**config.mk**
```make
export PLATFORM = sky130hd
export DESIGN_NAME = codec_serial_port
export DESIGN_NICKNAME = d
export VERILOG_FILES = /design/src/verilog/codec_pkg.sv /design/src/verilog/sample_fifo.sv /design/src/verilog/codec_serial_port.sv
export SDC_FILE = /design/constraint.sdc
export NUM_CORES = 1
export LEC_CHECK = 0
export ABC_CLOCK_PERIOD_IN_PS = 5900
export BUFFER_PORTS_ARGS = -buffer_cell sky130_fd_sc_hd__buf_2
export CAP_MARGIN = 20
export CORE_MARGIN = 4
export CORE_UTILIZATION = 40
export CTS_CLUSTER_DIAMETER = 40
export DETAILED_ROUTE_END_ITERATION = 12
export GPL_ROUTABILITY_DRIVEN = 0
export MAX_ROUTING_LAYER = met4
export SLEW_MARGIN = 10
export SYNTH_ARGS = -nofsm -noshare
export SYNTH_HDL_FRONTEND = slang
export SYNTH_SLANG_ARGS = --single-unit
```
**constraint.sdc**
```tcl
create_clock -name sys_clk -period 5.9 [get_ports sys_clk]
set_input_delay 1.18 -clock sys_clk [delete_from_list [all_inputs] [get_ports sys_clk]]
set_output_delay 1.18 -clock sys_clk [all_outputs]
set_load 0.02 [all_outputs]
```
**src/verilog/codec_pkg.sv**
```systemverilog
// constants, register map and word layouts for the codec serial port
// assumes a single 10 MHz system clock standing in for the master clock
// How it works
// - shift clock is driven by the device, derived from its master clock
// - serial port is shift clock, two frame syncs, data out, data in
// - primary words carry samples; secondary words carry control only
// - bit 0 of an incoming primary word set means secondary requested
// - secondary receive sync follows 48 shift clocks after the primary sync
// - every data bit is launched and sampled on the shift clock rise
// - converter output frames run at 1104 or 2208 kHz by mode
// - rate mode from pin, or from register when its select bit is set
// - incoming sample frames run at 276 or 552 kHz by register
// - filter bit 4 picks transmit low-pass corner 138 or 125 kHz
// - filter bit 2 picks receive high-pass corner 180 or 168 kHz
// - transmit attenuation 0 to 24 dB in 1 dB steps from register
// - register bit bypasses the transmit digital high-pass filter
// - register bit powers down the line driver
// - receive fine gain 0 to 9 dB in 1 dB steps from register
// - DAC code is high register then low register bits 3 to 0
// - DAC code loads only on a low register write
// - DAC code is two's complement; level is code plus 2048
// - aux clock one 20.187 or 15.701 MHz by select; two 4.096 MHz
// - each aux clock output can be disabled
// - primary word: bits 15..2 sample, bit 1 ignored, bit 0 request
// - secondary word: bits 14..10 address, 7..0 data, bit 15 zero
// - each frame sync is high one shift clock before a 16-bit word
// - no read-back: no secondary output sync or word ever
package codec_pkg;
    localparam int unsigned SYS_CLK_HZ = 10_000_000;
    localparam int unsigned SCLK_HZ = 35_328_000;
    localparam int unsigned OUT_LITE_HZ = 1_104_000;
    localparam int unsigned OUT_FULL_HZ = 2_208_000;
    localparam int unsigned IN_NORMAL_HZ = 276_000;
    localparam int unsigned IN_DOUBLE_HZ = 552_000;
    localparam int unsigned OUT_LITE_SCLKS = SCLK_HZ / OUT_LITE_HZ;
    localparam int unsigned OUT_FULL_SCLKS = SCLK_HZ / OUT_FULL_HZ;
    localparam int unsigned IN_NORMAL_SCLKS = SCLK_HZ / IN_NORMAL_HZ;
    localparam int unsigned IN_DOUBLE_SCLKS = SCLK_HZ / IN_DOUBLE_HZ;
    localparam int unsigned SEC_DELAY_SCLKS = 48;
    localparam int unsigned WORD_BITS = 16;
    localparam int unsigned CLK1_FAST_HZ = 20_187_000;
    localparam int unsigned CLK1_SLOW_HZ = 15_701_000;
    localparam int unsigned CLK2_HZ = 4_096_000;
    // half periods in system cycles, rounded down, never below one
    function automatic int unsigned half_cycles(int unsigned hz);
        int unsigned n;
        n = SYS_CLK_HZ / (2 * hz);
        return (n < 1) ? 1 : n;
    endfunction
    localparam int unsigned SCLK_HALF = half_cycles(SCLK_HZ);
    localparam int unsigned CLK1_FAST_HALF = half_cycles(CLK1_FAST_HZ);
    localparam int unsigned CLK1_SLOW_HALF = half_cycles(CLK1_SLOW_HZ);
    localparam int unsigned CLK2_HALF = half_cycles(CLK2_HZ);
    // control register addresses carried in secondary words
    localparam logic [4:0] REG_MODE = 5'h01;
    localparam logic [4:0] REG_FILTER = 5'h02;
    localparam logic [4:0] REG_TX_ATTEN = 5'h03;
    localparam logic [4:0] REG_RX_GAIN = 5'h04;
    localparam logic [4:0] REG_POWER = 5'h05;
    localparam logic [4:0] REG_CLOCK = 5'h06;
    localparam logic [4:0] REG_VC_HIGH = 5'h07;
    localparam logic [4:0] REG_VC_LOW = 5'h08;
    localparam int unsigned MODE_LITE_BIT = 0;
    localparam int unsigned MODE_USE_REG_BIT = 1;
    localparam int unsigned MODE_IN_DOUBLE_BIT = 2;
    localparam int unsigned MODE_HPF_BYPASS_BIT = 3;
    localparam int unsigned FMR_TX_LPF_BIT = 4;
    localparam int unsigned FMR_RX_HPF_BIT = 2;
    localparam int unsigned PWR_DRIVER_BIT = 0;
    localparam int unsigned CLK1_SEL_BIT = 0;
    localparam int unsigned CLK1_EN_BIT = 1;
    localparam int unsigned CLK2_EN_BIT = 2;
    localparam logic [7:0] MODE_RST = 8'h00;
    localparam logic [7:0] FILTER_RST = 8'h00;
    localparam logic [7:0] POWER_RST = 8'h00;
    localparam logic [7:0] CLOCK_RST = 8'h06;
    localparam logic [7:0] VC_RST = 8'h00;
    localparam logic [4:0] ATTEN_RST = 5'h00;
    localparam logic [3:0] FINE_RST = 4'h0;
    localparam logic [3:0] COARSE_RST = 4'h0;
    localparam logic [4:0] ATTEN_MAX_DB = 5'h18;
    localparam logic [3:0] FINE_MAX_DB = 4'h9;
    localparam logic [11:0] DAC_OFFSET = 12'h800;
    typedef struct packed {
        logic [13:0] sample;
        logic unused;
        logic request;
    } prim_word_s;
    typedef struct packed {
        logic zero;
        logic [4:0] addr;
        logic [1:0] unused;
        logic [7:0] data;
    } sec_word_s;
endpackage

```
**src/verilog/sample_fifo.sv**
```systemverilog
// small first-in first-out buffer with valid and ready on both sides
// assumes a single clock and an asynchronous active high reset
`timescale 1ns/1ps
`default_nettype none
module sample_fifo #(
    parameter int unsigned WIDTH = 14,
    parameter int unsigned DEPTH = 8
) (
    input wire logic sys_clk, // system clock
    input wire logic reset, // asynchronous reset
    input wire logic [WIDTH-1:0] in_data, // word to store
    input wire logic in_valid, // word offered
    output logic in_ready, // room for a word
    output logic [WIDTH-1:0] out_data, // oldest word
    output logic out_valid, // a word is held
    input wire logic out_ready // oldest word taken
);
    localparam int unsigned AW = (DEPTH < 2) ? 1 : $clog2(DEPTH);
    generate
        if (DEPTH < 2 || (1 << AW) != DEPTH || WIDTH < 1) begin : g_bad
            $error("sample_fifo needs a power of two depth of at least 2");
        end
    endgenerate
    logic [WIDTH-1:0] mem_q [DEPTH];
    logic [AW:0] wr_q;
    logic [AW:0] rd_q;
    logic push;
    logic pop;
    assign in_ready = (wr_q - rd_q) != (AW+1)'(DEPTH);
    assign out_valid = wr_q != rd_q;
    assign push = in_valid && in_ready;
    assign pop = out_valid && out_ready;
    assign out_data = mem_q[rd_q[AW-1:0]];
    always_ff @(posedge sys_clk) begin
        if (push) begin
            mem_q[wr_q[AW-1:0]] <= in_data;
        end
    end
    always_ff @(posedge sys_clk or posedge reset) begin
        if (reset) begin
            wr_q <= '0;
            rd_q <= '0;
        end else begin
            if (push) begin
                wr_q <= wr_q + 1'b1;
            end
            if (pop) begin
                rd_q <= rd_q + 1'b1;
            end
        end
    end
endmodule
`default_nettype wire

```
**src/verilog/codec_serial_port.sv**
```systemverilog
// serial port, control registers, DAC code and aux clocks of the codec
// assumes pins are synchronous to sys_clk; sys_clk stands in for mclk
`timescale 1ns/1ps
`default_nettype none
module codec_serial_port #(
    parameter int unsigned FIFO_DEPTH = 8
) (
    input wire logic sys_clk, // system clock
    input wire logic reset, // asynchronous reset, active high
    output logic shift_clock, // serial shift clock to host
    output logic transmit_frame_sync, // sync ahead of each output word
    output logic receive_frame_sync, // sync ahead of each input word
    output logic serial_out_line, // serial data to host
    input wire logic serial_in_line, // serial data from host
    input wire logic rate_mode_pin, // 1 reduced rate, 0 full rate
    input wire logic [13:0] adc_sample, // converter sample to send
    input wire logic adc_valid, // converter sample offered
    output logic adc_ready, // room in the sample buffer
    output logic [13:0] dac_sample, // sample received from host
    output logic dac_valid, // pulse, new sample received
    output logic reduced_rate, // effective rate mode
    output logic tx_lpf_125k, // transmit low-pass at 125 kHz
    output logic rx_hpf_168k, // receive high-pass at 168 kHz
    output logic tx_hpf_bypass, // bypass transmit digital high-pass
    output logic driver_power_down, // line driver powered down
    output logic [4:0] tx_atten_db, // transmit attenuation in dB
    output logic [3:0] rx_fine_gain_db, // receive fine gain in dB
    output logic [3:0] coarse_receive_gain, // coarse gain code
    output logic [11:0] vcxo_dac_code, // two's complement DAC code
    output logic [11:0] vcxo_dac_level, // offset binary DAC level
    output logic aux_clock_one, // auxiliary clock one
    output logic aux_clock_two // auxiliary clock two
);
    generate
        if (FIFO_DEPTH < 2) begin : g_bad
            $error("codec_serial_port needs a sample buffer of 2 or more");
        end
    endgenerate

    // shift clock divider; rise marks the shared launch and sample edge
    logic [7:0] sdiv_q;
    logic sclk_q;
    logic rise;
    always_ff @(posedge sys_clk or posedge reset) begin
        if (reset) begin
            sdiv_q <= 8'h00;
            sclk_q <= 1'b0;
        end else if (sdiv_q == 8'(codec_pkg::SCLK_HALF - 1)) begin
            sdiv_q <= 8'h00;
            sclk_q <= ~sclk_q;
        end else begin
            sdiv_q <= sdiv_q + 8'h01;
        end
    end
    assign rise = (sdiv_q == 8'(codec_pkg::SCLK_HALF - 1)) && !sclk_q;
    assign shift_clock = sclk_q;

    // frame counter in shift clocks, spans the longest frame
    logic [6:0] fcnt_q;
    always_ff @(posedge sys_clk or posedge reset) begin
        if (reset) begin
            fcnt_q <= 7'h00;
        end else if (rise) begin
            fcnt_q <= fcnt_q + 7'h01;
        end
    end

    // control registers
    logic [7:0] mode_q;
    logic [7:0] filter_q;
    logic [7:0] power_q;
    logic [7:0] clock_q;
    logic [7:0] vc_high_q;
    logic [7:0] vc_low_q;
    logic [4:0] atten_q;
    logic [3:0] fine_q;
    logic [3:0] coarse_q;
    logic [11:0] dac_code_q;
    logic in_double;

    assign reduced_rate = mode_q[codec_pkg::MODE_USE_REG_BIT]
        ? mode_q[codec_pkg::MODE_LITE_BIT] : rate_mode_pin;
    assign in_double = mode_q[codec_pkg::MODE_IN_DOUBLE_BIT];

    // frame starts: output word frames and incoming primary frames
    logic out_start;
    logic in_start;
    always_comb begin
        if (reduced_rate) begin
            out_start = (fcnt_q % 7'(codec_pkg::OUT_LITE_SCLKS)) == 7'h00;
        end else begin
            out_start = (fcnt_q % 7'(codec_pkg::OUT_FULL_SCLKS)) == 7'h00;
        end
    end
    always_comb begin
        if (in_double) begin
            in_start = (fcnt_q % 7'(codec_pkg::IN_DOUBLE_SCLKS)) == 7'h00;
        end else begin
            // eight bits: a 128 divisor does not fit the seven-bit count
            in_start = ({1'b0, fcnt_q} % 8'(codec_pkg::IN_NORMAL_SCLKS))
                == 8'h00;
        end
    end

    // sample buffer between the converter and the serial output
    logic [13:0] fifo_data;
    logic fifo_valid;
    logic fifo_pop;
    sample_fifo #(
        .WIDTH(14),
        .DEPTH(FIFO_DEPTH)
    ) u_fifo (
        .sys_clk(sys_clk),
        .reset(reset),
        .in_data(adc_sample),
        .in_valid(adc_valid),
        .in_ready(adc_ready),
        .out_data(fifo_data),
        .out_valid(fifo_valid),
        .out_ready(fifo_pop)
    );
    // samples only go out in primary words
    assign fifo_pop = rise && out_start;

    // output shifter; the lowest two bits stay zero
    logic fsx_q;
    logic sdo_q;
    logic [15:0] out_sr_q;
    logic [4:0] out_left_q;
    always_ff @(posedge sys_clk or posedge reset) begin
        if (reset) begin
            fsx_q <= 1'b0;
        end else if (rise) begin
            fsx_q <= out_start;
        end
    end
    always_ff @(posedge sys_clk or posedge reset) begin
        if (reset) begin
            out_sr_q <= 16'h0000;
            out_left_q <= 5'h00;
            sdo_q <= 1'b0;
        end else if (rise) begin
            if (out_start) begin
                out_sr_q <= fifo_valid ? {fifo_data, 2'b00} : 16'h0000;
                out_left_q <= 5'(codec_pkg::WORD_BITS);
                sdo_q <= 1'b0;
            end else if (out_left_q != 5'h00) begin
                sdo_q <= out_sr_q[15];
                out_sr_q <= {out_sr_q[14:0], 1'b0};
                out_left_q <= out_left_q - 5'h01;
            end else begin
                sdo_q <= 1'b0;
            end
        end
    end
    assign transmit_frame_sync = fsx_q;
    assign serial_out_line = sdo_q;

    // input side: primary frame, pending request, secondary frame
    logic fsr_q;
    logic [14:0] in_sr_q;
    logic [4:0] in_left_q;
    logic in_sec_q;
    logic sec_pend_q;
    logic [5:0] since_q;
    logic sec_start;
    logic word_done;
    logic [15:0] word;
    codec_pkg::prim_word_s prim;
    codec_pkg::sec_word_s sec;

    assign sec_start = sec_pend_q
        && since_q == 6'(codec_pkg::SEC_DELAY_SCLKS - 1);
    assign word_done = rise && in_left_q == 5'h01;
    assign word = {in_sr_q, serial_in_line};
    assign prim = codec_pkg::prim_word_s'(word);
    assign sec = codec_pkg::sec_word_s'(word);

    always_ff @(posedge sys_clk or posedge reset) begin
        if (reset) begin
            fsr_q <= 1'b0;
        end else if (rise) begin
            fsr_q <= in_start || sec_start;
        end
    end
    assign receive_frame_sync = fsr_q;

    always_ff @(posedge sys_clk or posedge reset) begin
        if (reset) begin
            in_sr_q <= 15'h0000;
            in_left_q <= 5'h00;
            in_sec_q <= 1'b0;
        end else if (rise) begin
            if (in_start || sec_start) begin
                in_left_q <= 5'(codec_pkg::WORD_BITS);
                in_sec_q <= sec_start && !in_start;
            end else if (in_left_q != 5'h00) begin
                in_sr_q <= word[14:0];
                in_left_q <= in_left_q - 5'h01;
            end
        end
    end

    // shift clocks since the last primary sync
    always_ff @(posedge sys_clk or posedge reset) begin
        if (reset) begin
            since_q <= 6'h00;
        end else if (rise) begin
            if (in_start) begin
                since_q <= 6'h00;
            end else if (since_q != 6'h3F) begin
                since_q <= since_q + 6'h01;
            end
        end
    end

    always_ff @(posedge sys_clk or posedge reset) begin
        if (reset) begin
            sec_pend_q <= 1'b0;
        end else if (word_done && !in_sec_q) begin
            sec_pend_q <= prim.request;
        end else if (rise && sec_start) begin
            sec_pend_q <= 1'b0;
        end
    end

    // sample bits 15..2 to the converter
    always_ff @(posedge sys_clk or posedge reset) begin
        if (reset) begin
            dac_sample <= 14'h0000;
            dac_valid <= 1'b0;
        end else begin
            dac_valid <= word_done && !in_sec_q;
            if (word_done && !in_sec_q) begin
                dac_sample <= prim.sample;
            end
        end
    end

    // register write from a secondary word
    logic wr_en;
    assign wr_en = word_done && in_sec_q && !sec.zero;

    always_ff @(posedge sys_clk or posedge reset) begin
        if (reset) begin
            mode_q <= codec_pkg::MODE_RST;
            filter_q <= codec_pkg::FILTER_RST;
            power_q <= codec_pkg::POWER_RST;
            clock_q <= codec_pkg::CLOCK_RST;
        end else if (wr_en) begin
            unique case (sec.addr)
                codec_pkg::REG_MODE: begin
                    mode_q <= sec.data;
                end
                codec_pkg::REG_FILTER: begin
                    filter_q <= sec.data;
                end
                codec_pkg::REG_POWER: begin
                    power_q <= sec.data;
                end
                codec_pkg::REG_CLOCK: begin
                    clock_q <= sec.data;
                end
                default: begin
                end
            endcase
        end
    end

    // fine gain and attenuation clamp at their top step; coarse gain is not clamped
    always_ff @(posedge sys_clk or posedge reset) begin
        if (reset) begin
            atten_q <= codec_pkg::ATTEN_RST;
            fine_q <= codec_pkg::FINE_RST;
            coarse_q <= codec_pkg::COARSE_RST;
        end else if (wr_en) begin
            if (sec.addr == codec_pkg::REG_TX_ATTEN) begin
                atten_q <= (sec.data > 8'(codec_pkg::ATTEN_MAX_DB))
                    ? codec_pkg::ATTEN_MAX_DB : sec.data[4:0];
            end
            if (sec.addr == codec_pkg::REG_RX_GAIN) begin
                // fine gain 0 to 9 dB
                fine_q <= (sec.data[3:0] > codec_pkg::FINE_MAX_DB)
                    ? codec_pkg::FINE_MAX_DB : sec.data[3:0];
                coarse_q <= sec.data[7:4];
            end
        end
    end

    always_ff @(posedge sys_clk or posedge reset) begin
        if (reset) begin
            vc_high_q <= codec_pkg::VC_RST;
            vc_low_q <= codec_pkg::VC_RST;
            dac_code_q <= 12'h000;
        end else if (wr_en) begin
            if (sec.addr == codec_pkg::REG_VC_HIGH) begin
                vc_high_q <= sec.data;
            end
            if (sec.addr == codec_pkg::REG_VC_LOW) begin
                vc_low_q <= sec.data;
                dac_code_q <= {vc_high_q, sec.data[3:0]};
            end
        end
    end

    assign vcxo_dac_code = dac_code_q;
    assign vcxo_dac_level = dac_code_q + codec_pkg::DAC_OFFSET;

    assign tx_lpf_125k = filter_q[codec_pkg::FMR_TX_LPF_BIT];
    assign rx_hpf_168k = filter_q[codec_pkg::FMR_RX_HPF_BIT];
    assign tx_hpf_bypass = mode_q[codec_pkg::MODE_HPF_BYPASS_BIT];
    assign driver_power_down = power_q[codec_pkg::PWR_DRIVER_BIT];
    assign tx_atten_db = atten_q;
    assign rx_fine_gain_db = fine_q;
    assign coarse_receive_gain = coarse_q;

    // auxiliary clock dividers
    logic [7:0] a1_cnt_q;
    logic [7:0] a2_cnt_q;
    logic a1_q;
    logic a2_q;
    logic [7:0] a1_half;
    assign a1_half = clock_q[codec_pkg::CLK1_SEL_BIT]
        ? 8'(codec_pkg::CLK1_SLOW_HALF) : 8'(codec_pkg::CLK1_FAST_HALF);

    always_ff @(posedge sys_clk or posedge reset) begin
        if (reset) begin
            a1_cnt_q <= 8'h00;
            a1_q <= 1'b0;
        end else if (!clock_q[codec_pkg::CLK1_EN_BIT]) begin
            a1_cnt_q <= 8'h00;
            a1_q <= 1'b0;
        end else if (a1_cnt_q >= a1_half - 8'h01) begin
            a1_cnt_q <= 8'h00;
            a1_q <= ~a1_q;
        end else begin
            a1_cnt_q <= a1_cnt_q + 8'h01;
        end
    end

    always_ff @(posedge sys_clk or posedge reset) begin
        if (reset) begin
            a2_cnt_q <= 8'h00;
            a2_q <= 1'b0;
        end else if (!clock_q[codec_pkg::CLK2_EN_BIT]) begin
            a2_cnt_q <= 8'h00;
            a2_q <= 1'b0;
        end else if (a2_cnt_q == 8'(codec_pkg::CLK2_HALF - 1)) begin
            a2_cnt_q <= 8'h00;
            a2_q <= ~a2_q;
        end else begin
            a2_cnt_q <= a2_cnt_q + 8'h01;
        end
    end

    assign aux_clock_one = a1_q;
    assign aux_clock_two = a2_q;
endmodule
`default_nettype wire

```
* Word-level counts from Yosys, hierarchy flattened *
Memory sizes are Yosys's and may differ from the RTL's.
Cells that the tools add are included.

storage, ports and cells
  bits in registers = 155
  memory bits (writable) = 112
  output and inout bits = 64
  word-level logic and storage cells = 134
  memories = 1

memories
  name          words  bits a word  read ports  clocked after Yosys merged registers in  write ports  RTL line           source
  u_fifo.mem_q  8      14           1           0                                        1            sample_fifo.sv:24  logic [WIDTH-1:0] mem_q [DEPTH];

operators by class
  add/sub/neg operators = 11
  $lt $le $gt $ge = 3
  eq/ne operators = 15
  mux-type cells = 29
  bitwise operators = 4
  reduce and logical (&&, ||, !) cells = 41

operator list
  operator                                                            count
  two-way mux 16 bit                                                  3
  two-way mux 8 bit                                                   5
  two-way mux 5 bit                                                   5
  adder 8 x 1 -> 8 bit (second input constant)                        3
  zero test 8 bit                                                     3
  AND reduction 2 bit                                                 12
  zero test 7 bit                                                     3
  == test 5 x 3 -> 1 bit (second input constant)                      4
  two-way mux 1 bit                                                   13
  adder 12 bit (second input constant)                                1
  two-way mux 6 bit                                                   2
  logical AND 1 bit                                                   11
  == test 5 x 1 -> 1 bit (second input constant)                      2
  == test 5 x 2 -> 1 bit (second input constant)                      2
  nonzero test 5 bit                                                  2
  subtractor 5 x 1 -> 5 bit (second input constant)                   2
  adder 4 x 1 -> 4 bit (second input constant)                        2
  greater-or-equal comparator 8 x 1 -> 1 bit (second input constant)  1
  greater-than comparator 8 x 5 -> 1 bit (second input constant)      1
  nonzero test 2 bit                                                  4
  adder 7 x 1 -> 7 bit (second input constant)                        1
  adder 6 x 1 -> 6 bit (second input constant)                        1
  == test 6 bit (second input constant)                               1
  inequality test 6 bit (second input constant)                       1
  11 further kinds                                                    18

* Depth between registers and ports, before layout *
Gate-level depths: netlist of run 1.

  depth after elaboration = 6
  depth in mapped cells = 10
  gate-level depth less buffers = 7

* Cells and area by module *
A second synthesis of run 1 with hierarchy kept.

unflattened totals
  cells, all modules = 745
  area total of the unflattened synthesis = 10835.4 µm²

by module, submodules not included
  module             times used  cells an instance  area each (µm²)
  codec_serial_port  1           498                6070.8
  sample_fifo        1           247                4764.6

* Worst setup path after synthesis of run 1 *
No wires, ideal clock.

  path type = flip-flop to flip-flop
  start = register u_fifo.rd_q[2]
  end = memory u_fifo.mem_q[2][0] (enable)
  library setup time = 0.406 ns
  arrival time = 3.357 ns
  data required time = 5.494 ns
  slack = 2.137 ns
  stages on the path, launching flop included = 10
  buffers on the path = 2
  clock period less this slack = 3.763 ns
  path through = dfrtp_1 > clkbuf_1 > clkbuf_1 > inv_1 > ha_1 > a21oi_1 > and3_1 > or4_1 > nand3_1 > nor3b_1

between the ends
  longest elaborated chain between the ends = 5

ends and longest elaborated chain
  item                                     RTL line                 source
  start, declared                          sample_fifo.sv:26        logic [AW:0] rd_q;
  start signal, assigned                   sample_fifo.sv:48        rd_q <= rd_q + 1'b1;
  subtractor 4 bit                         sample_fifo.sv:29        assign in_ready = (wr_q - rd_q) != (AW+1)'(DEPTH);
  inequality test 4 bit                    sample_fifo.sv:29
  via adc_ready                            codec_serial_port.sv:18  output logic adc_ready,
  logical AND 1 bit                        sample_fifo.sv:31        assign push = in_valid && in_ready;
  two-way mux 1 bit                        sample_fifo.sv:35        if (push) begin
  two-way mux 1 bit (implied by the code)  sample_fifo.sv:36        mem_q[wr_q[AW-1:0]] <= in_data;
  end, declared                            sample_fifo.sv:24

The timed path passes the listed nets, and every way through them passes these cells.

* Worst setup path after layout of run 1 *
  start = register u_fifo.rd_q[2]
  end = output adc_ready

between the ends
  longest elaborated chain between the ends = 2

ends and longest elaborated chain
  item                   RTL line
  subtractor 4 bit       sample_fifo.sv:29
  inequality test 4 bit  sample_fifo.sv:29
  end, declared          codec_serial_port.sv:18

Every way passes these cells.

==> results, run 1 <==
- The run finished with clean final reports.
- The routed length per placed instance is ~18 um.
- The count of endpoints failing setup in the final report is 0.
- The first global-routing pass estimated 33.24 mm of wire.
- The final wirelength is between 20 and 25 mm.
- The die is roughly 170 um wide.
- For this run, the post-layout net count is about 840.
- At the later pin of the worst-skew pair, clock insertion delay measures 0.50 ns.
- The final critical path time including I/O delays and setup is 4.257 ns.
- The share of post-route cells with drive strength above 1 is 0.3325.
- The DRC violations left is 0.
- The number of nets produced by synthesis is between 700 and 800.
- The worst hold path startpoint is aux_clock_one$_DFF_PP0_.
- After floorplanning, the core was divided into 58 placement rows.
- The library cell occupying the most area in the post-synthesis netlist is sky130_fd_sc_hd__dfrtp_1.
- The netlist area before placement is around 10000 um2.
- The number of detailed-routing iterations run before antenna repair is 4.
- In this run the worst hold path is classified as register to register.
- STA classifies the critical path startpoint as a register.
- The post-layout worst setup margin is ~1.6 ns.
- The total design power is approximately 4.7 mW.
- The achievable clock frequency is ~230 MHz.
- The placeable core region is 25470 um2.
- Synthesis produced a netlist whose cell count is about 710.
- The number of buffers added for setup after CTS is 0.
- Input and output buffers added on the ports amount to ~80.
- After routing the design area is about 12000 um2.
- The number of DRC markers after the initial detailed-route iteration is 388.
- The startpoint of the worst register-to-register path is u_fifo.rd_q[2]$_DFFE_PP0P_.
- The cell count after placement is about 1100.
- The number of clock sinks seen by CTS is between 200 and 300.
- The post-cts gate resize count is 0.
- The global route total overflow is 0.
- The type of the worst setup path is register to output port.
- Clock tree synthesis selected as its root buffer the cell sky130_fd_sc_hd__clkbuf_16.
- The number of cells in the finished layout apart from fillers is about 1200.
- The critical path startpoint is u_fifo.rd_q[2]$_DFFE_PP0P_.
- OpenSTA, run right after detailed placement, puts the worst setup slack at approximately 2.2 ns.
- The largest net degree at the start of global routing is 104.
- The overall die area is approximately 29000 um2.
- The proportion of netlist area held by the largest area contributor is 0.3320.
- In this run the remaining antenna-violating nets after routing total 0.
- Summed over all cells, the static leakage comes to slightly above 5 nW.
- Data on the critical path arrives at its endpoint at slightly above 3 ns.
- The core occupancy in the finished layout is 0.4866.
- The die is 169.8 um tall.
- The worst-case hold slack is about 0.43 ns.
- The number of violations of the max-capacitance limit is 0.
- Detailed placement finished with a half-perimeter wire length of 12.79 mm.
- The initial utilization of the core area, before any placement, comes to 0.4113.
- After detailed routing, the number of vias per cell comes to between 5 and 6.
- The via count of the first global-routing pass was roughly 6000.
- The overall fraction of global-route tracks in use is 0.1476.
- The maximum fanout count along the critical path is 18.
- The area of placed instances is approximately 11000 um2.
- Across the VDD grid, the largest voltage drop is about 300 uV.
- The Yosys step of the flow raised 0 warnings.
- Measured against its own limit, the worst slew margin works out to 0.3335.
- The power per cell area is 383.1 nW/um2.
- The number of antenna diodes in the final layout is 0.
- The CTS tree is done.
- The number of enable-type register cells in the synthesized netlist is around 110.
- The count of cell types in the netlist is 57.
- After synthesis the netlist holds a flip-flop and latch count of 253.
- The dominant register cell in the synthesized netlist is sky130_fd_sc_hd__dfrtp_1.
- Adding up every negative setup slack in the final design gives 0 ns.
- The vias after detailed routing is 5949.
- The number of antenna violations at the first check in global routing is 0.
- The sequential cell area fraction in the yosys report is 0.6580.
- The relative area change from synthesis to final layout is 18.29%.
- For this run, asynchronously set or reset flops after synthesis account for 0.5573.
- For the pin with the worst max-slew slack, the measured transition is between 0.9 and 1 ns.
- Data on the critical path is required at its endpoint by between 4 and 5 ns.
- The buffer levels on the longest clock path is 3.
- The endpoint type of the worst setup path is an output port.
- Ranked by instance count, the synthesized netlist is headed by 139 x sky130_fd_sc_hd__dfrtp_1, 112 x sky130_fd_sc_hd__edfxtp_1, 62 x sky130_fd_sc_hd__mux2_2, 49 x sky130_fd_sc_hd__nor2_1, 34 x sky130_fd_sc_hd__nand2_1.
- Setup repair after global routing left no endpoint under its margin.
- The post-cts hold buffer count is 0.
- Averaged over all synthesized cells, the footprint is 14.78 um2.
- The clock-pin slew on the worst setup and hold paths is ~0.060 ns.
- The fill cell instance count of the final layout is 2197.
- TritonCTS created 36 clock buffers.
- The post-route fraction of the period consumed by the critical path is 0.7216.
- By area the synthesized netlist is led by sky130_fd_sc_hd__dfrtp_1 33%, sky130_fd_sc_hd__edfxtp_1 32%, sky130_fd_sc_hd__mux2_2 6.7%, sky130_fd_sc_hd__mux4_2 6.0%, sky130_fd_sc_hd__xnor2_1 1.8%.
- In this run the number of H-tree levels came out at 2.
- The total count of max-transition violations in the final report is 0.
- The final hold violation count came to 0.
- The most common cell in the netlist is sky130_fd_sc_hd__dfrtp_1.
- The I/O pin count is between 80 and 90.
- For the final database, setup skew stands at 0.01385 ns.
[layer usage]
layer,GRT usage,part of all wire,vias to the layer above
li1,-,-,2809
met1,0.1996,0.46,2988
met2,0.2318,0.48,114
met3,0.02880,0.044,38
met4,0.03710,0.019,0
met5,-,0,-
[cell type report]
type	instances	area, um2	share of cell area
clock buffers	41	950.9	0.07672
clock inverters	22	198.9	0.01605
inverters	22	87.58	0.007066
multi-input cells	394	3338	0.2693
flip-flops and latches	253	6894	0.5562
well taps	330	412.9	0.03331
repair buffers	95	511.7	0.04129
[cell families (layout without fill, tap and decap cells)]
kind of cell | after synthesis | count (layout) | share of synthesized area
AOI/OAI and AO/OA | 66 | 66 | 0.03917
xor gates and xnor gates | 34 | 34 | 0.02842
adders and majority gates | 15 | 15 | 0.01791
buffers and inverters | 62 | 180 | 0.02890
DFF | 253 | 253 | 0.6580
muxes | 100 | 100 | 0.1397
and+or+nand+nor | 179 | 179 | 0.08789
[where the power goes]
group	switching [mW]	internal, mW	leakage (nW)
Clock	0.804	1.23	0.552
Sequential	0.105	2.06	2.82
Combinational	0.325	0.231	1.76
Total	1.23	3.51	5.13
[state kept, by name (all words and copies together), names as in the netlist, 5 cells and up]
| name | flops |
|---|---|
| dac_sample | 14 |
| in_left_q | 5 |
| vcxo_dac_code | 12 |
| fcnt_q | 7 |
| sdiv_q | 8 |
| out_left_q | 5 |
| tx_atten_db | 5 |
| u_fifo.mem_q | 112 |
| vc_high_q | 8 |
| a2_cnt_q | 8 |
| since_q | 6 |
| in_sr_q | 15 |
| out_sr_q | 14 |
[worst paths after layout]
kind,to,slack (ns),depth (start not counted)
max,adc_ready,1.64,6
min,aux_clock_one$_DFF_PP0_,0.43,1
max reg2reg,u_fifo.wr_q[3]$_DFFE_PP0P_,2.49,7
min reg2reg,aux_clock_one$_DFF_PP0_,0.43,1
max in group asynchronous,mode_q[1]$_DFFE_PP0P_,3.92,3
min in group asynchronous,out_sr_q[4]$_DFFE_PP0P_,0.90,2
[worst max-delay path: stages, from the launching register on]
cell                      delay, ns
sky130_fd_sc_hd__dfrtp_1       0.86
sky130_fd_sc_hd__inv_1         0.23
sky130_fd_sc_hd__ha_1          0.42
sky130_fd_sc_hd__a21oi_1       0.20
sky130_fd_sc_hd__a21oi_1       0.10
sky130_fd_sc_hd__or4_1         0.58
sky130_fd_sc_hd__buf_2         0.20
[placed cells by master, fill, tap and decap left out, drive strengths merged, types with 3 or more instances in the layout]
master      n
a21oi      12
a221oi      6
a22oi       5
and3        8
buf        95
clkbuf     41
clkinv      8
clkinvlp    5
dfrtp     139
edfxtp    112
ha         15
inv        30
mux2       69
mux2i       3
mux4       28
nand2      35
nand3      27
nand3b      5
nor2       49
nor2b       5
nor3       19
nor3b       3
nor4        7
o21ai      24
o22ai       9
or3         4
or4         3
or4b        5
xnor2      22
xor2       12
No activity file was read; power rests on OpenSTA's default activity.
==> inputs of run 2 (changes only) <==
--- a/config.mk
+++ b/config.mk
@@ -5,7 +5,8 @@
 export SDC_FILE = /design/constraint.sdc
 export NUM_CORES = 1
 export LEC_CHECK = 0
-export ABC_CLOCK_PERIOD_IN_PS = 5900
+export ABC_AREA = 1
+export ABC_CLOCK_PERIOD_IN_PS = 3900
 export BUFFER_PORTS_ARGS = -buffer_cell sky130_fd_sc_hd__buf_2
 export CAP_MARGIN = 20
 export CORE_MARGIN = 4
==> constraint.sdc (replaced) <==
create_clock -name sys_clk -period 3.9 [get_ports sys_clk]
set_input_delay 0.78 -clock sys_clk [delete_from_list [all_inputs] [get_ports sys_clk]]
set_output_delay 0.78 -clock sys_clk [all_outputs]
set_load 0.02 [all_outputs]
==> results, run 2 <==
- The run finished with clean final reports.
- The HPWL after detailed placement is 16.42 mm (+28%).
- The required time of the worst setup path came to 3.12 ns (-1.60 ns).
- The via count of the first global-routing pass was 7895 (+31%).
- The sequential cell area fraction in the yosys report is 0.6118 (-0.04617).
- The wire length of the first global-routing pass is 40.74 mm (+23%).
- The overall fraction of global-route tracks in use is 0.1652 (+0.01765).
- The switching power as a share of total power is 0.2541 (-0.005853).
- The effective utilization at floorplan is 0.4056 (-0.005734).
- Counting instances in the post-synthesis netlist gives the leading cell types as 389 x sky130_fd_sc_hd__nand2_1, 139 x sky130_fd_sc_hd__dfrtp_1, 125 x sky130_fd_sc_hd__inv_1, 118 x sky130_fd_sc_hd__nand3_1, 112 x sky130_fd_sc_hd__edfxtp_1.
- The signal on the critical path passes through inv_1 -> ha_1 -> a21oi_1 -> nand2_1 -> nand2_1 -> nand3_1 -> buf_2.
- The worst register-to-register path ends at u_fifo.mem_q[5][0]$_DFFE_PP_.
- The number of nets produced by synthesis is 1256 (+69%).
- The CTS tree is done.
- The number of detailed-routing iterations run before antenna repair is 5 (+1).
- The placeable core region came to 27780 um2 (+9.1%).
- The vias after detailed routing is 8086 (+36%).
- The fraction of power consumed by combinational cells was 0.118 (about the same).
- The number of violations of the max-capacitance limit is 0 (unchanged).
- The fill cell instance count of the final layout is 2643 (+20%).
- The area of combinational cells with multiple inputs is 3590 um2 (+7.5%).
- The share of post-route cells with drive strength above 1 is 0.1454 (-0.1871).
- The sequential share of power was 0.420 (-0.035).
- The worst-case vdd ir drop is 377.5 uV (+26%).
- The number of antenna violations at the first check in global routing came to 0 (unchanged).
- The post-cts hold buffer count is 0 (unchanged).
- The count of antenna diodes in the layout was 0 (unchanged).
- In this run the clock root is driven by a sky130_fd_sc_hd__clkbuf_16.
- The cell repeated most along the worst path is sky130_fd_sc_hd__nand2_1.
- The final critical path time including I/O delays and setup is about 3.4 ns.
- The worst setup slack for register-to-register paths came to 1.09 ns (-1.40 ns).
- The largest net degree at the start of global routing is 83 (-20%).
- The number of buffer and inverter stages on the critical path came to 2 (unchanged).
- The number of core rows came to 61 (+5.2%).
- The number of buffers added for setup after CTS is 0 (unchanged).
- The final antenna-violating net count is 0 (unchanged).
- The clock latency at the later pin of the worst-skew pair is 0.51 ns (about the same).
- The gate count of the mapped netlist is 1222 (+72%).
- The worst stage delay on the critical path is 0.51 ns (-0.35 ns).
- The final wirelength is 24.58 mm (+21%).
- For this design, the slowest cell found on the critical path is sky130_fd_sc_hd__dfrtp_2.
- The kind of cell with the highest combined delay on the critical path is buffers and inverters.
- Timing would allow up to slightly below 300 MHz.
- The top cell types in the final layout, fill and taps aside, are 389 x sky130_fd_sc_hd__nand2_1, 137 x sky130_fd_sc_hd__dfrtp_1, 124 x sky130_fd_sc_hd__inv_1, 118 x sky130_fd_sc_hd__nand3_1, 112 x sky130_fd_sc_hd__edfxtp_1.
- The final hold violation count was 0 (unchanged).
- The worst setup path is launched from a register.
- The average cell area after synthesis is 9.221 um2 (-38%).
- The proportion of netlist area held by the largest area contributor is 0.3087 (-0.02330).
- The switching power of the nets is 1.960 mW (+59%).
- The overall die area is 30920 um2 (+7.2%).
- The synthesis warning total came to 0 (unchanged).
- By area the synthesized netlist is led by sky130_fd_sc_hd__dfrtp_1 31%, sky130_fd_sc_hd__edfxtp_1 30%, sky130_fd_sc_hd__nand2_1 13%, sky130_fd_sc_hd__nand3_1 5.2%, sky130_fd_sc_hd__inv_1 4.2%.
- The port buffer count is 82 (unchanged).
- The I/O pin count was 83 (unchanged).
- The detail-routed via count per cell came to 4.723 (-8.1%).
- The commonest non-fill, non-tap cell in the layout is sky130_fd_sc_hd__nand2_1.
- The sequential standard cell area is 6897 um2 (about the same).
- The clock-pin slew on the worst setup and hold paths is 0.05 ns (about the same).
- The async set-or-reset flop fraction in the synthesized netlist is 0.5573 (unchanged).
- The startpoint of the worst register-to-register path is u_fifo.rd_q[2]$_DFFE_PP0P_.
- The number of buffers added by the clock tree synthesis step is 37 (+2.8%).
- The number of enable-type register cells in the synthesized netlist is 112 (unchanged).
- The headroom to the max-slew limit is 0.2934 (-0.04006).
- The internal portion of total power is 5.753 mW (+64%).
- The synthesis-stage register bit count is 253 (unchanged).
- The number of clock sinks seen by CTS came to 253 (unchanged).
- The count of cell types in the netlist is 34 (-40%).
- The flip-flop count of the largest register, all copies and words added is 112 (unchanged).
- The worst setup path is captured at an output port.
- The total count of max-transition violations in the final report is 0 (unchanged).
- The dominant register cell in the synthesized netlist is sky130_fd_sc_hd__dfrtp_1.
- The most common cell in the synthesized netlist is sky130_fd_sc_hd__nand2_1.
- The final-stage net count came to 1341 (+60%).
- The maximum fanout count along the critical path is 17 (-1).
- The critical path is of the register to output port type.
- The number of DRC markers after the initial detailed-route iteration was 633 (+63%).
- The die height came to 175.8 um (+3.5%).
- Setup repair after global routing left no endpoint under its margin.
- The leakage power is 6.320 nW (+23%).
- The chip width is 175.8 um (+3.5%).
- The arrival time at the worst endpoint came to 2.65 ns (-0.43 ns).
- The power per cell area is 577.7 nW/um2 (+51%).
- The clock network power share is 0.462 (+0.034).
- The core occupancy in the finished layout came to 0.4806 (-0.006001).
- The count of endpoints failing setup in the final report is 0 (unchanged).
- The relative area change from synthesis to final layout is 18.49%.
- The routed length per placed instance is 14.36 um (-18%).
- The total negative setup slack is 0 ns (unchanged).
- The length in cells of the worst reg-to-reg path is 8 (+1).
- The DRC violations left is 0 (unchanged).
- The netlist area before placement is 11270 um2 (+7.5%).
- The global route total overflow is 0 (unchanged).
- The path class of the tightest hold or removal check is primary input to async pin.
- The buffer levels on the longest clock path is 3 (unchanged).
- The library cell occupying the most area in the post-synthesis netlist is sky130_fd_sc_hd__dfrtp_1.
- The actual slew at the worst max-slew pin is 1.057 ns (+0.07044 ns).
- The post-route fraction of the period consumed by the critical path is 0.8788.
- The largest clock skew in the final design is 0.02110 ns (+0.007250 ns).
- The number of H-tree branching levels is 2 (unchanged).
==> run 2: cell types whose count changed in the layout (fill, tap and decap cells not counted), sizes merged, moves of 8 or more <==
cell,delta
xnor2,-17
o21ai,+51
nand3,+93
inv,+106
nor2,+66
nand2,+360
and3,-8
mux2,-69
mux4,-28
==> run 2: through the flow <==
stage                     std cells  power [mW]  setup WS [ns]  area [um2]  hold slack, ns
final                          1712       7.713         0.4727       13350          0.1906
after global routing           1712       8.091         0.1841       13350          0.1978
after CTS                      1712       7.801         0.2052       13350          0.1792
after detailed placement       1646       4.204         0.7582       12000          0.4144
after global placement         1646       4.184         0.8172       12000          0.4082
after floorplan                1222       3.904         0.8355       11270          0.4423
==> run 2: metal layers <==
metal	vias up	global-route usage	part of all wire
li1	4077	-	-
met1	3789	0.2391	0.49
met2	169	0.2422	0.45
met3	51	0.02561	0.050
met4	0	0.05036	0.019
met5	-	-	0
==> run 2: worst reg2reg max path, cell delays in order (launching register included) <==
cell	delay, ns
sky130_fd_sc_hd__dfrtp_2	0.51
sky130_fd_sc_hd__inv_1	0.43
sky130_fd_sc_hd__ha_1	0.38
sky130_fd_sc_hd__a21oi_1	0.20
sky130_fd_sc_hd__nand3_1	0.10
sky130_fd_sc_hd__nand3_1	0.24
sky130_fd_sc_hd__nand2_1	0.22
sky130_fd_sc_hd__nor2_1	0.15
sky130_fd_sc_hd__buf_4	0.25
==> run 2: timing repair <==
item	4_1_cts	5_1_grt
gates resized for setup	0	1
hold endpoints to repair	0	0
endpoints found under the setup margin	0	1
==> run 2: layout make-up <==
class,count,area share
Tap cell,378,0.03542
Multi-Input combinational cell,783,0.2689
Sequential cell,253,0.5165
Inverter,135,0.03823
Clock inverter,21,0.02305
Clock buffer,45,0.07778
Timing Repair Buffer,97,0.04011
==> run 2: power groups by stage <==
stage / Combinational, mW / Clock [mW] / Sequential [mW]
6_report: 0.910 / 3.56 / 3.24
5_1_grt: 1.05 / 3.78 / 3.26
4_1_cts: 0.921 / 3.64 / 3.24
3_5_place_dp: 0.915 / 0 / 3.29
3_3_place_gp: 0.899 / 0 / 3.29
2_1_floorplan: 0.645 / 0 / 3.26
==> run 2: how the worst max path moves through the flow <==
stage | cells past startpoint | from | to
CTS | 7 | u_fifo.rd_q[2]$_DFFE_PP0P_ | adc_ready
floorplan | 9 | u_fifo.rd_q[2]$_DFFE_PP0P_ | u_fifo.mem_q[0][0]$_DFFE_PP_
detailed placement | 7 | u_fifo.rd_q[2]$_DFFE_PP0P_ | adc_ready
global route | 7 | u_fifo.rd_q[2]$_DFFE_PP0P_ | adc_ready
global placement | 7 | u_fifo.rd_q[2]$_DFFE_PP0P_ | adc_ready
finish | 7 | u_fifo.rd_q[2]$_DFFE_PP0P_ | adc_ready
==> run 2: cell families (layout without fill, tap and decap cells) <==
| family | count (synthesis) | in the layout | share of synthesized area |
|---|---|---|---|
| xor+xnor | 20 | 20 | 0.01555 |
| fa+ha+maj | 15 | 15 | 0.01666 |
| flops | 253 | 253 | 0.6118 |
| simple gates | 652 | 652 | 0.2413 |
| compound gates | 96 | 96 | 0.04508 |
| buf+inv | 186 | 298 | 0.06962 |
